<file path="src/core/mbc_pkg.sv">
package mbc_pkg;

    // Clock rate.
    localparam int CLK_MHZ = 100;

    // Times in their own units and derived cycle counts.
    localparam int BLANK_NS        = 3000;
    localparam int BLANK_CYC       = (BLANK_NS * CLK_MHZ + 999) / 1000;
    localparam int OFF_TIME_NS     = 25000;
    localparam int OFF_TIME_CYC    = (OFF_TIME_NS * CLK_MHZ + 999) / 1000;
    localparam int FAST_PART_CYC   = OFF_TIME_CYC / 2;
    localparam int DEAD_NS         = 400;
    localparam int DEAD_CYC        = (DEAD_NS * CLK_MHZ + 999) / 1000;
    localparam int STANDBY_US      = 1000;
    localparam int STANDBY_CYC     = STANDBY_US * CLK_MHZ;
    localparam int RETRY_US        = 2000;
    localparam int RETRY_CYC       = RETRY_US * CLK_MHZ;
    localparam int TIMER_W         = 24;

    // Reset values.
    localparam logic RST_FAULT_N   = 1'h1;

    // Bridge states.
    typedef enum logic [6:0] {
        ST_OFF   = 7'h01,
        ST_DRIVE = 7'h02,
        ST_FAST  = 7'h04,
        ST_DEAD  = 7'h08,
        ST_SLOW  = 7'h10,
        ST_BRAKE = 7'h20,
        ST_COAST = 7'h40
    } mbc_state_type;

    // One half-bridge: high side on, low side on.
    typedef struct packed {
        logic hiOn;
        logic loOn;
    } mbc_leg_type;

    // Protection flags from the analog front end.
    typedef struct packed {
        logic overcurrent;
        logic thermal;
        logic lowSupply;
    } mbc_prot_type;

endpackage : mbc_pkg

</file>
<file path="src/core/mbc_timer.sv">
`timescale 1ns/10ps
// Down counter: load starts it, done pulses one cycle when it reaches zero.
module mbc_timer
    import mbc_pkg::*;
#(
    parameter int W = TIMER_W
) (
    // Clock and reset.
    input  wire logic         clk,
    input  wire logic         rst,
    // Control.
    input  wire logic         load,
    input  wire logic [W-1:0] count,
    input  wire logic         stop,
    // Status.
    output logic              busy,
    output logic              done
);

    logic [W-1:0] cnt_r;
    logic [W-1:0] cnt_nxt;
    logic         busy_r;
    logic         busy_nxt;
    logic         done_r;
    logic         done_nxt;

    always_comb begin
        cnt_nxt  = cnt_r;
        busy_nxt = busy_r;
        done_nxt = 1'b0;
        if (stop) begin
            busy_nxt = 1'b0;
        end else if (load) begin
            cnt_nxt  = count;
            busy_nxt = 1'b1;
        end else if (busy_r) begin
            if (cnt_r <= W'(1)) begin
                busy_nxt = 1'b0;
                done_nxt = 1'b1;
            end else begin
                cnt_nxt = cnt_r - W'(1);
            end
        end
    end

    always_ff @(posedge clk) begin
        if (rst) begin
            cnt_r  <= '0;
            busy_r <= 1'b0;
            done_r <= 1'b0;
        end else begin
            cnt_r  <= cnt_nxt;
            busy_r <= busy_nxt;
            done_r <= done_nxt;
        end
    end

    assign busy = busy_r;
    assign done = done_r;

endmodule : mbc_timer

</file>
<file path="src/core/mbc_bridge_ctrl.sv">
`timescale 1ns/10ps
// What this block does
// 1,0 drives forward; 0,1 drives reverse.
// Forward trip: a low, b toggles.
// Reverse trip: b low, a toggles.
// Both high brakes both low while held.
// Both low leaves outputs floating.
// Low inputs over 1 ms enter standby.
// Controller waits 200 us after standby exit. The code adds no wait; the bridge follows the inputs once standby clears.
// Drive latch set per on-period, trip clears.
// Decay holds fixed off-time, then redrive.
// Comparator ignored 3 us after turn-on.
// Overcurrent pulls fault output low.
// Retry grounded: re-enable after 2 ms.
// Retry open: fault latches, outputs off.
// Latched fault cleared only leaving standby. The no-retry variant also clears it on entering standby.
// No-retry variant always latches faults.
// Thermal flag disables bridge until cleared.
// Low supply holds all drivers off.
// Off-time: half fast, dead time, slow.
module mbc_bridge_ctrl
    import mbc_pkg::*;
#(
    parameter bit          HAS_RETRY   = 1'b1,
    parameter int unsigned STANDBY_CNT = STANDBY_CYC,
    parameter int unsigned RETRY_CNT   = RETRY_CYC
) (
    // Clock and reset.
    input  wire logic         clk,
    input  wire logic         rst,
    // Controller inputs.
    input  wire logic         dir_select_a,
    input  wire logic         dir_select_b,
    input  wire logic         retry_select,
    // Analog front end.
    input  wire logic         current_trip,
    input  wire mbc_prot_type prot,
    // Bridge legs; an off leg is high impedance.
    output mbc_leg_type       bridge_out_a,
    output mbc_leg_type       bridge_out_b,
    // Open-drain fault pin and status.
    output logic              fault_out_n_o,
    output logic              fault_out_n_oe,
    output logic              standby
);

    ////////////////////////////////////////////////////////////////////////////
    // Timers.

    logic                 offLoad;
    logic                 offStop;
    logic [TIMER_W-1:0]   offCount;
    logic                 offBusy;
    logic                 offDone;
    logic                 blankLoad;
    logic                 blankBusy;
    logic                 retryLoad;
    logic                 retryBusy;
    logic                 retryDone;

    mbc_timer #(.W(TIMER_W)) offTimer (
        .clk   (clk),
        .rst   (rst),
        .load  (offLoad),
        .count (offCount),
        .stop  (offStop),
        .busy  (offBusy),
        .done  (offDone)
    );

    mbc_timer #(.W(TIMER_W)) blankTimer (
        .clk   (clk),
        .rst   (rst),
        .load  (blankLoad),
        .count (TIMER_W'(BLANK_CYC)),
        .stop  (1'b0),
        .busy  (blankBusy),
        .done  ()
    );

    mbc_timer #(.W(TIMER_W)) retryTimer (
        .clk   (clk),
        .rst   (rst),
        .load  (retryLoad),
        .count (TIMER_W'(RETRY_CNT)),
        .stop  (1'b0),
        .busy  (retryBusy),
        .done  (retryDone)
    );

    ////////////////////////////////////////////////////////////////////////////
    // Standby timer and fault latch.

    logic [TIMER_W-1:0] idleCnt_r;
    logic [TIMER_W-1:0] idleCnt_nxt;
    logic               standby_r;
    logic               standby_nxt;
    logic               fault_r;
    logic               fault_nxt;
    logic               bothLow;
    logic               latchMode;

    assign bothLow   = !dir_select_a && !dir_select_b;
    // An open retry pin reads high; the variant without it always latches.
    assign latchMode = !HAS_RETRY || retry_select;

    always_comb begin
        idleCnt_nxt = idleCnt_r;
        standby_nxt = standby_r;
        fault_nxt   = fault_r;
        retryLoad   = 1'b0;
        if (!bothLow) begin
            idleCnt_nxt = '0;
            standby_nxt = 1'b0;
            if (standby_r) begin
                fault_nxt = 1'b0;
            end
        end else if (idleCnt_r < TIMER_W'(STANDBY_CNT)) begin
            idleCnt_nxt = idleCnt_r + TIMER_W'(1);
        end else begin
            standby_nxt = 1'b1;
            if (!HAS_RETRY) begin
                fault_nxt = 1'b0;
            end
        end
        if (!latchMode && retryDone) begin
            fault_nxt = 1'b0;
        end
        // A new overcurrent outside standby wins over any clear in the same cycle.
        if (prot.overcurrent && !standby_r) begin
            fault_nxt = 1'b1;
            // A fault still present when the retry expires must start a new wait.
            if (!latchMode && (!fault_r || retryDone)) begin
                retryLoad = 1'b1;
            end
        end
    end

    always_ff @(posedge clk) begin
        if (rst) begin
            idleCnt_r <= '0;
            standby_r <= 1'b0;
            fault_r   <= 1'b0;
        end else begin
            idleCnt_r <= idleCnt_nxt;
            standby_r <= standby_nxt;
            fault_r   <= fault_nxt;
        end
    end

    ////////////////////////////////////////////////////////////////////////////
    // Bridge state machine.

    mbc_state_type state_r;
    mbc_state_type state_nxt;
    mbc_leg_type   legA_r;
    mbc_leg_type   legA_nxt;
    mbc_leg_type   legB_r;
    mbc_leg_type   legB_nxt;
    logic          fltOe_r;
    logic          fltOe_nxt;
    logic          fwd;
    logic          rev;
    logic          inhibit;
    logic          armed;

    assign fwd     = dir_select_a && !dir_select_b;
    assign rev     = !dir_select_a && dir_select_b;
    // Thermal and supply flags are hysteretic upstream; we follow them level by level.
    // The next fault value is used so that the bridge is off one cycle after an overcurrent.
    assign inhibit = prot.lowSupply || prot.thermal || fault_nxt || standby_r;
    assign armed   = !blankBusy;

    always_comb begin
        state_nxt = state_r;
        offLoad   = 1'b0;
        offCount  = TIMER_W'(FAST_PART_CYC);
        blankLoad = 1'b0;
        case (state_r)
            ST_OFF, ST_COAST, ST_BRAKE: begin
                if (fwd || rev) begin
                    state_nxt = ST_DRIVE;
                    blankLoad = 1'b1;
                end else if (dir_select_a && dir_select_b) begin
                    state_nxt = ST_BRAKE;
                end else begin
                    state_nxt = ST_COAST;
                end
            end
            ST_DRIVE: begin
                if (!(fwd || rev)) begin
                    state_nxt = ST_OFF;
                end else if (fwd != legA_r.hiOn) begin
                    // A reversal turns on the other diagonal, so it is blanked like a fresh start.
                    blankLoad = 1'b1;
                end else if (current_trip && armed) begin
                    state_nxt = ST_FAST;
                    offLoad   = 1'b1;
                    offCount  = TIMER_W'(FAST_PART_CYC);
                end
            end
            ST_FAST: begin
                // Brake or coast on the selectors ends a chop at once.
                if (!(fwd || rev)) begin
                    state_nxt = ST_OFF;
                end else if (offDone) begin
                    state_nxt = ST_DEAD;
                    offLoad   = 1'b1;
                    offCount  = TIMER_W'(DEAD_CYC);
                end
            end
            ST_DEAD: begin
                if (!(fwd || rev)) begin
                    state_nxt = ST_OFF;
                end else if (offDone) begin
                    state_nxt = ST_SLOW;
                    offLoad   = 1'b1;
                    offCount  = TIMER_W'(OFF_TIME_CYC - FAST_PART_CYC - DEAD_CYC);
                end
            end
            ST_SLOW: begin
                if (!(fwd || rev)) begin
                    state_nxt = ST_OFF;
                end else if (offDone) begin
                    state_nxt = ST_OFF;
                end
            end
            default: state_nxt = ST_OFF;
        endcase
        if (inhibit) begin
            state_nxt = ST_OFF;
        end
        // A chop cut short must not leave a stale done pulse for the next one.
        offStop = (state_nxt != ST_FAST) && (state_nxt != ST_DEAD) && (state_nxt != ST_SLOW);
    end

    // Output legs per state; off leg means floating.
    always_comb begin
        legA_nxt = '0;
        legB_nxt = '0;
        case (state_nxt)
            ST_DRIVE: begin
                legA_nxt = fwd ? 2'h2 : 2'h1;
                legB_nxt = fwd ? 2'h1 : 2'h2;
            end
            ST_FAST: begin
                // Drive opposite diagonal: current falls quickly.
                legA_nxt = fwd ? 2'h1 : 2'h2;
                legB_nxt = fwd ? 2'h2 : 2'h1;
            end
            ST_SLOW, ST_BRAKE: begin
                legA_nxt = 2'h1;
                legB_nxt = 2'h1;
            end
            default: begin
                legA_nxt = '0;
                legB_nxt = '0;
            end
        endcase
        fltOe_nxt = fault_nxt;
    end

    always_ff @(posedge clk) begin
        if (rst) begin
            state_r <= ST_OFF;
            legA_r  <= '0;
            legB_r  <= '0;
            fltOe_r <= !RST_FAULT_N;
        end else begin
            state_r <= state_nxt;
            legA_r  <= legA_nxt;
            legB_r  <= legB_nxt;
            fltOe_r <= fltOe_nxt;
        end
    end

    assign bridge_out_a   = legA_r;
    assign bridge_out_b   = legB_r;
    assign fault_out_n_o  = 1'b0;
    assign fault_out_n_oe = fltOe_r;
    assign standby        = standby_r;

    logic unusedBusy;
    assign unusedBusy = offBusy ^ retryBusy;

endmodule : mbc_bridge_ctrl

</file>
<file path="config.mk">
export PLATFORM = sky130hd
export DESIGN_NAME = mbc_bridge_ctrl
export DESIGN_NICKNAME = d
export VERILOG_FILES = /design/src/core/mbc_pkg.sv /design/src/core/mbc_timer.sv /design/src/core/mbc_bridge_ctrl.sv
export SDC_FILE = /design/constraint.sdc
export NUM_CORES = 1
export LEC_CHECK = 0
export ABC_AREA = 1
export BUFFER_PORTS_ARGS = -buffer_cell sky130_fd_sc_hd__buf_2
export CORE_MARGIN = 1
export CORE_UTILIZATION = 60
export CTS_CLUSTER_SIZE = 14
export DETAILED_ROUTE_END_ITERATION = 8
export GPL_ROUTABILITY_DRIVEN = 0
export GPL_TIMING_DRIVEN = 1
export PLACE_DENSITY = 0.75
export SETUP_SLACK_MARGIN = 0.3
export SYNTH_ARGS = -nofsm -noshare
export SYNTH_HDL_FRONTEND = slang
export SYNTH_SLANG_ARGS = --single-unit
</file>
<file path="constraint.sdc">
create_clock -name clk -period 5.1 [get_ports clk]
set_input_delay 1.275 -clock clk [delete_from_list [all_inputs] [get_ports clk]]
set_output_delay 1.275 -clock clk [all_outputs]
set_load 0.01 [all_outputs]
</file>
Word level (Yosys, flattened, before mapping)
Cells that the tools add are included.
{"block": "classes", "add_sub_neg": 4, "n_lt_le_gt_ge": 4, "eq_ne": 18, "n_mux": 58, "n_bitwise": 6, "reduce_logical": 38}
{"cell": "$mux W7", "count": 14}
{"cell": "$le A24 B1 Y1 const B", "count": 3}
{"cell": "$mux W24", "count": 3}
{"cell": "$sub A24 B1 Y24 const B", "count": 3}
{"cell": "$mux W18", "count": 3}
{"cell": "$pmux W7 S5", "count": 1}
{"cell": "$mux W9", "count": 3}
{"cell": "$mux W1", "count": 25}
{"cell": "$add A24 B1 Y24 const B", "count": 1}
{"cell": "$lt A24 B17 Y1 const B", "count": 1}
{"cell": "$mux W11", "count": 2}
{"cell": "$pmux W11 S2", "count": 1}
{"cell": "$eq A7 B2 Y1 const B", "count": 2}
{"cell": "$eq A7 B3 Y1 const B", "count": 2}
{"cell": "$eq A7 B5 Y1 const B", "count": 2}
{"cell": "$eq A7 B6 Y1 const B", "count": 2}
{"cell": "$pmux W2 S3", "count": 2}
{"cell": "$reduce_or A2 Y1", "count": 6}
{"cell": "$logic_and A1 B1 Y1", "count": 10}
{"cell": "$reduce_and A2 Y1", "count": 4}
{"cell": "$eq A7 B1 Y1 const B", "count": 1}
{"cell": "$eq A7 B4 Y1 const B", "count": 1}
{"cell": "$eq A7 B7 Y1 const B", "count": 1}
{"cell": "$ne A7 B3 Y1 const B", "count": 1}
{"cell": "other kinds (13)", "count": 34}
{"block": "word_totals", "regBits": 114, "in_bits": 9, "wordCells": 146}

Longest topological paths before layout
{"block": "depth", "word_depth": 13, "ltp_mapped": 14}

Hierarchy
Synthesis repeated with hierarchy kept, for this count alone.
{"block": "unflattened", "cells_unflattened": 1330, "area_unflattened_um2": 8396.8}
{"module": "mbc_timer", "n_inst": 3, "cells_per_inst": 326, "area_each_um2": 2040.7, "seq_area_each_um2": 520.5}
{"module": "mbc_bridge_ctrl", "n_inst": 1, "cells_per_inst": 352, "area_each_um2": 2274.7, "seq_area_each_um2": 740.7}

Worst setup path before layout
No wires, ideal clock.
{"block": "synth_path", "path_kind": "input -> register", "from": "in dir_select_b", "to": "reg offTimer.cnt_r[12]", "setup_time_ps": 71, "arrival_ps": 2690, "t_required_ps": 5029, "setup_slack_ps": 2340, "stages": 13, "path_cell_list": "inv_1 -> ha_1 -> buf_4 -> inv_2 -> nor3_1 -> nand2_2 -> nand2_2 -> nand2_2 -> nand3_4 -> buf_12 -> buf_12 -> nand3_1 -> a21oi_1"}
{"block": "synth_via", "elab_chain_len": 13}
{"element": "start, declared", "line": "mbc_bridge_ctrl.sv:33", "source": "input wire logic dir_select_b,"}
{"element": "parallel branches: the longest is 13 deep, another holds $mux W7"}
{"element": "end signal, assigned", "line": "mbc_timer.sv:52", "source": "cnt_r <= cnt_nxt;"}
{"element": "end, declared", "line": "mbc_timer.sv:20", "source": "logic [W-1:0] cnt_r;"}
Parallel ways; which one is timed is not known.
A chain may end at the register's enable or synchronous reset.

Worst setup path after layout
{"block": "layout_path", "from": "in dir_select_a", "to": "reg offTimer.cnt_r[17]"}
{"block": "layout_via", "elab_chain_len": 13}
{"element": "start, declared", "line": "mbc_bridge_ctrl.sv:32", "source": "input wire logic dir_select_a,"}
{"element": "parallel branches: the longest is 13 deep, another holds $mux W7"}
Parallel ways; which one is timed is not known.

==> impl_results.md <==
* Outcome: finished, final reports clean
* Final min period at about 3100 ps
* Gr ovfl total at 0
* Largest net degree at the start of global routing at 32
* Die height at ~110 µm
* Detailed Route Iter0 Violations at approximately 550
* First drt pass iteration count at 5
* Yosys top cell area share at 32.1%
* Post-synthesis cell type count at 40
* Post-Syn Area per Cell at 6.40 µm²
* CP cell instances: buf_2, inv_1, ha_1, inv_2, nor3_1, nand2_1, nand2_4, nand2_2, nand3_4, nand2_4, nand2_1, a21oi_1
* Switching share of power at between 30% and 40%
* Max Clk Rate at about 320 MHz
* Final Setup Violations at 0
* Die area at between 10000 and 15000 µm²
* Post-CTS Hold Buffers at 0
* FFs w/ async S/R, synth at 0%
* FF+latch count, synth at between 100 and 150
* Post-layout nets at between 1000 and 1500
* Max Cap Viol at 0
* Std-Cell Rows at 39
* Count leader, synth: nand2_1
* Share of layout cells above drive strength 1 at under 10%
* H-tree depth at 4
* # IOs at 16
* CTS tree: built
* Leak at ~3.6 nW
* Min-Delay Path Class: reg2reg
* Critical Path AT at between 3000 and 4000 ps
* Crit Path Class: in2reg
* Complex-gate fraction of the synthesized area at 8.66%
* Post-CTS Setup Repair Bufs at 0
* Comb pwr share at a little over a fifth
* Setup WS pre-CTS at between 1500 and 2000 ps
* Worst slew margin at 46.9%
* Final count of pins violating max slew at 0
* Cell taking the most area after synthesis: dfxtp_1
* Post-DRT Antenna Nets at 0
* Area Overhead vs Synth at 9.86%
* Worst skew pair latency at approximately 430 ps
* Syn nets at between 1000 and 1500
* Remaining DRCs at 0
* Startpoint Class: input port
* # port buffers at 14
* Worst-path clk slew at about 60 ps
* Final Hold Fails at 0
* Top post-synthesis cells by area: dfxtp_1 (32%), nand2_1 (15%), nor2_1 (9.8%)
* Power per cell area at between 300 and 400 nW/µm²
* CTS buffer count at 17
* Seq pwr share at between 30% and 40%
* Post-synthesis adder-cell area fraction at 1.94%
* Switching power at 0.867 mW
* Initial Util at 62.0%
* N_diodes at 0
* Post-synthesis simple-gate area fraction at between 40% and 50%
* Min Hold Slack at about 430 ps
* Required time of the critical path at 5390 ps
* Final wirelength at between 15000 and 20000 µm
* Top FF cell, synth: dfxtp_1
* CTS max path bufs at 2
* Post-synthesis mux area share at 0%
* Worst vdd ir at between 0.0003 and 0.0004 V
* Final Cycle Share at between 60% and 70%
* Slowest-stage cell, CP: ha_1
* Seq/Total Area, Yosys at between 30% and 40%
* First-pass GRT wire length at about 28000 µm
* Largest family of logic cells by synthesized area: simple AND/OR/NAND/NOR gates
* RSZ-0062 raised after global routing: false
* Clk pwr share at about 44%
* Number of fill cells in the layout at around 1000
* Setup crit end kind: register
* Via density per instance at ~5.3
* WL/cell at approximately 13 µm
* CTS root buffer: clkbuf_16
* Crit-path max cell delay at slightly above 600 ps
* Final cell count without fillers at between 1000 and 1500
* Post-synthesis cell count at roughly 1100
* Final HPWL DP at between 10000 and 15000 µm
* Die Span X at 111 µm
* Sinks on Clock Net at 114
* PnR worst setup slack at ~2000 ps
* Resize count post-CTS at 0
* Synth cell count leaders: nand2_1 (293), nor2_1 (186), inv_1 (116), dfxtp_1 (114), nand3_1 (81)
* Worst Tran Pin Value at a little under 800 ps
* Vias in the first global route at roughly 6000
* Sum Neg Setup Slack at 0 ps
* Dpl cells at around 1200
* Syn Std Cell Area at about 7000 µm²
* Crit-path max FO at 28
* Total track usage at 28.1%
* Core area at 11500 µm²
* Ys Warns at 0
* Post-synth EDFFs at 0
* Total Power at 2.84 mW
* Via count at between 6000 and 7000
* Initial antenna violation count at 0
* Clock skew at ~9.3 ps
* XOR/XNOR share of the synthesized area at 7.76%
* Internal cell power at between 1.5 and 2 mW
per-layer routing:
layer | part of all wire (%) | track usage, %
met1 | 48 | 39.0
met3 | 5.6 | 6.12
met2 | 44 | 43.8
met4 | 1.4 | 8.44
met5 | 0 | 0
power groups by stage:
stage	sequential [mW]	clock, mW	combinational, mW
after floorplan	0.977	0	0.489
after global placement	0.988	0	0.597
after detailed placement	0.988	0	0.597
after CTS	0.970	1.28	0.604
after global routing	0.975	1.31	0.690
final	0.970	1.26	0.612
kinds of logic after synthesis:
family / Yosys count
AND/OR/NAND/NOR: 651
buffers and inverters: 154
AO/OA/AOI/OAI: 116
flip-flops: 114
XOR/XNOR: 63
adder cells (fa/ha/maj): 11
other: 1
path summary, 6_finish.rpt:
kind / start / endpoint / slack, ps / depth (start not counted)
worst max-delay path: dir_select_a / offTimer.cnt_r[17] / 1990 / 12
worst min-delay path: idleCnt_r[17] / idleCnt_r[17] / 430 / 2
worst max register to register: blankTimer.cnt_r[12] / blankTimer.cnt_r[5] / 2410 / 11
worst min register to register: idleCnt_r[17] / idleCnt_r[17] / 430 / 2
final cells by class:
cell class / instances / area [µm²] / share of cell area [%]
inverters: 126 / 475 / 6.09
clock buffers: 21 / 460 / 5.90
clock inverters: 10 / 158 / 2.02
repair buffers: 17 / 92.6 / 1.19
flip-flops and latches: 114 / 2280 / 29.2
multi-input cells: 842 / 4160 / 53.3
well taps: 143 / 179 / 2.29
placed cells by master, fill, tap and decap left out, types with 3 or more instances in the layout:
cell / n
o21ai_1: 6
nand4_1: 26
clkinv_2: 4
xnor2_1: 23
ha_1: 11
nand3b_1: 4
buf_2: 14
o21ai_0: 17
inv_2: 7
nor2_4: 4
dfxtp_1: 114
nand2_4: 5
bufinv_16: 4
a21oi_1: 79
nand2_2: 13
xor2_1: 40
o21bai_1: 3
clkbuf_16: 17
inv_1: 116
nor4_1: 6
nor3_1: 20
o211ai_1: 7
nand2_1: 293
nor2_1: 186
nand3_1: 81
buf_4: 3
nor2_2: 6
flip-flops by register name, indices dropped and copies added, names as in the netlist, 2 cells and up:
signal,cells
blankTimer.cnt_r,24
idleCnt_r,24
offTimer.cnt_r,24
retryTimer.cnt_r,24
state_r,7
bridge_out_a,2
bridge_out_b,2
per-stage QoR:
stage / area [µm²] / util (%)
after detailed placement: 7190 / 62.7
final: 7810 / 68.1
after floorplan: 7110 / -
after CTS: 7810 / 68.1
after global routing: 7810 / 68.1
after global placement: 7190 / 62.7
critical path, delay by kind of cell:
family                   cells  cell delay (ps)
AO/OA/AOI/OAI                1               70
adder cells (fa/ha/maj)      1              620
buffers and inverters        3              270
AND/OR/NAND/NOR              7             1130
Power figures use the tool's default switching activity.
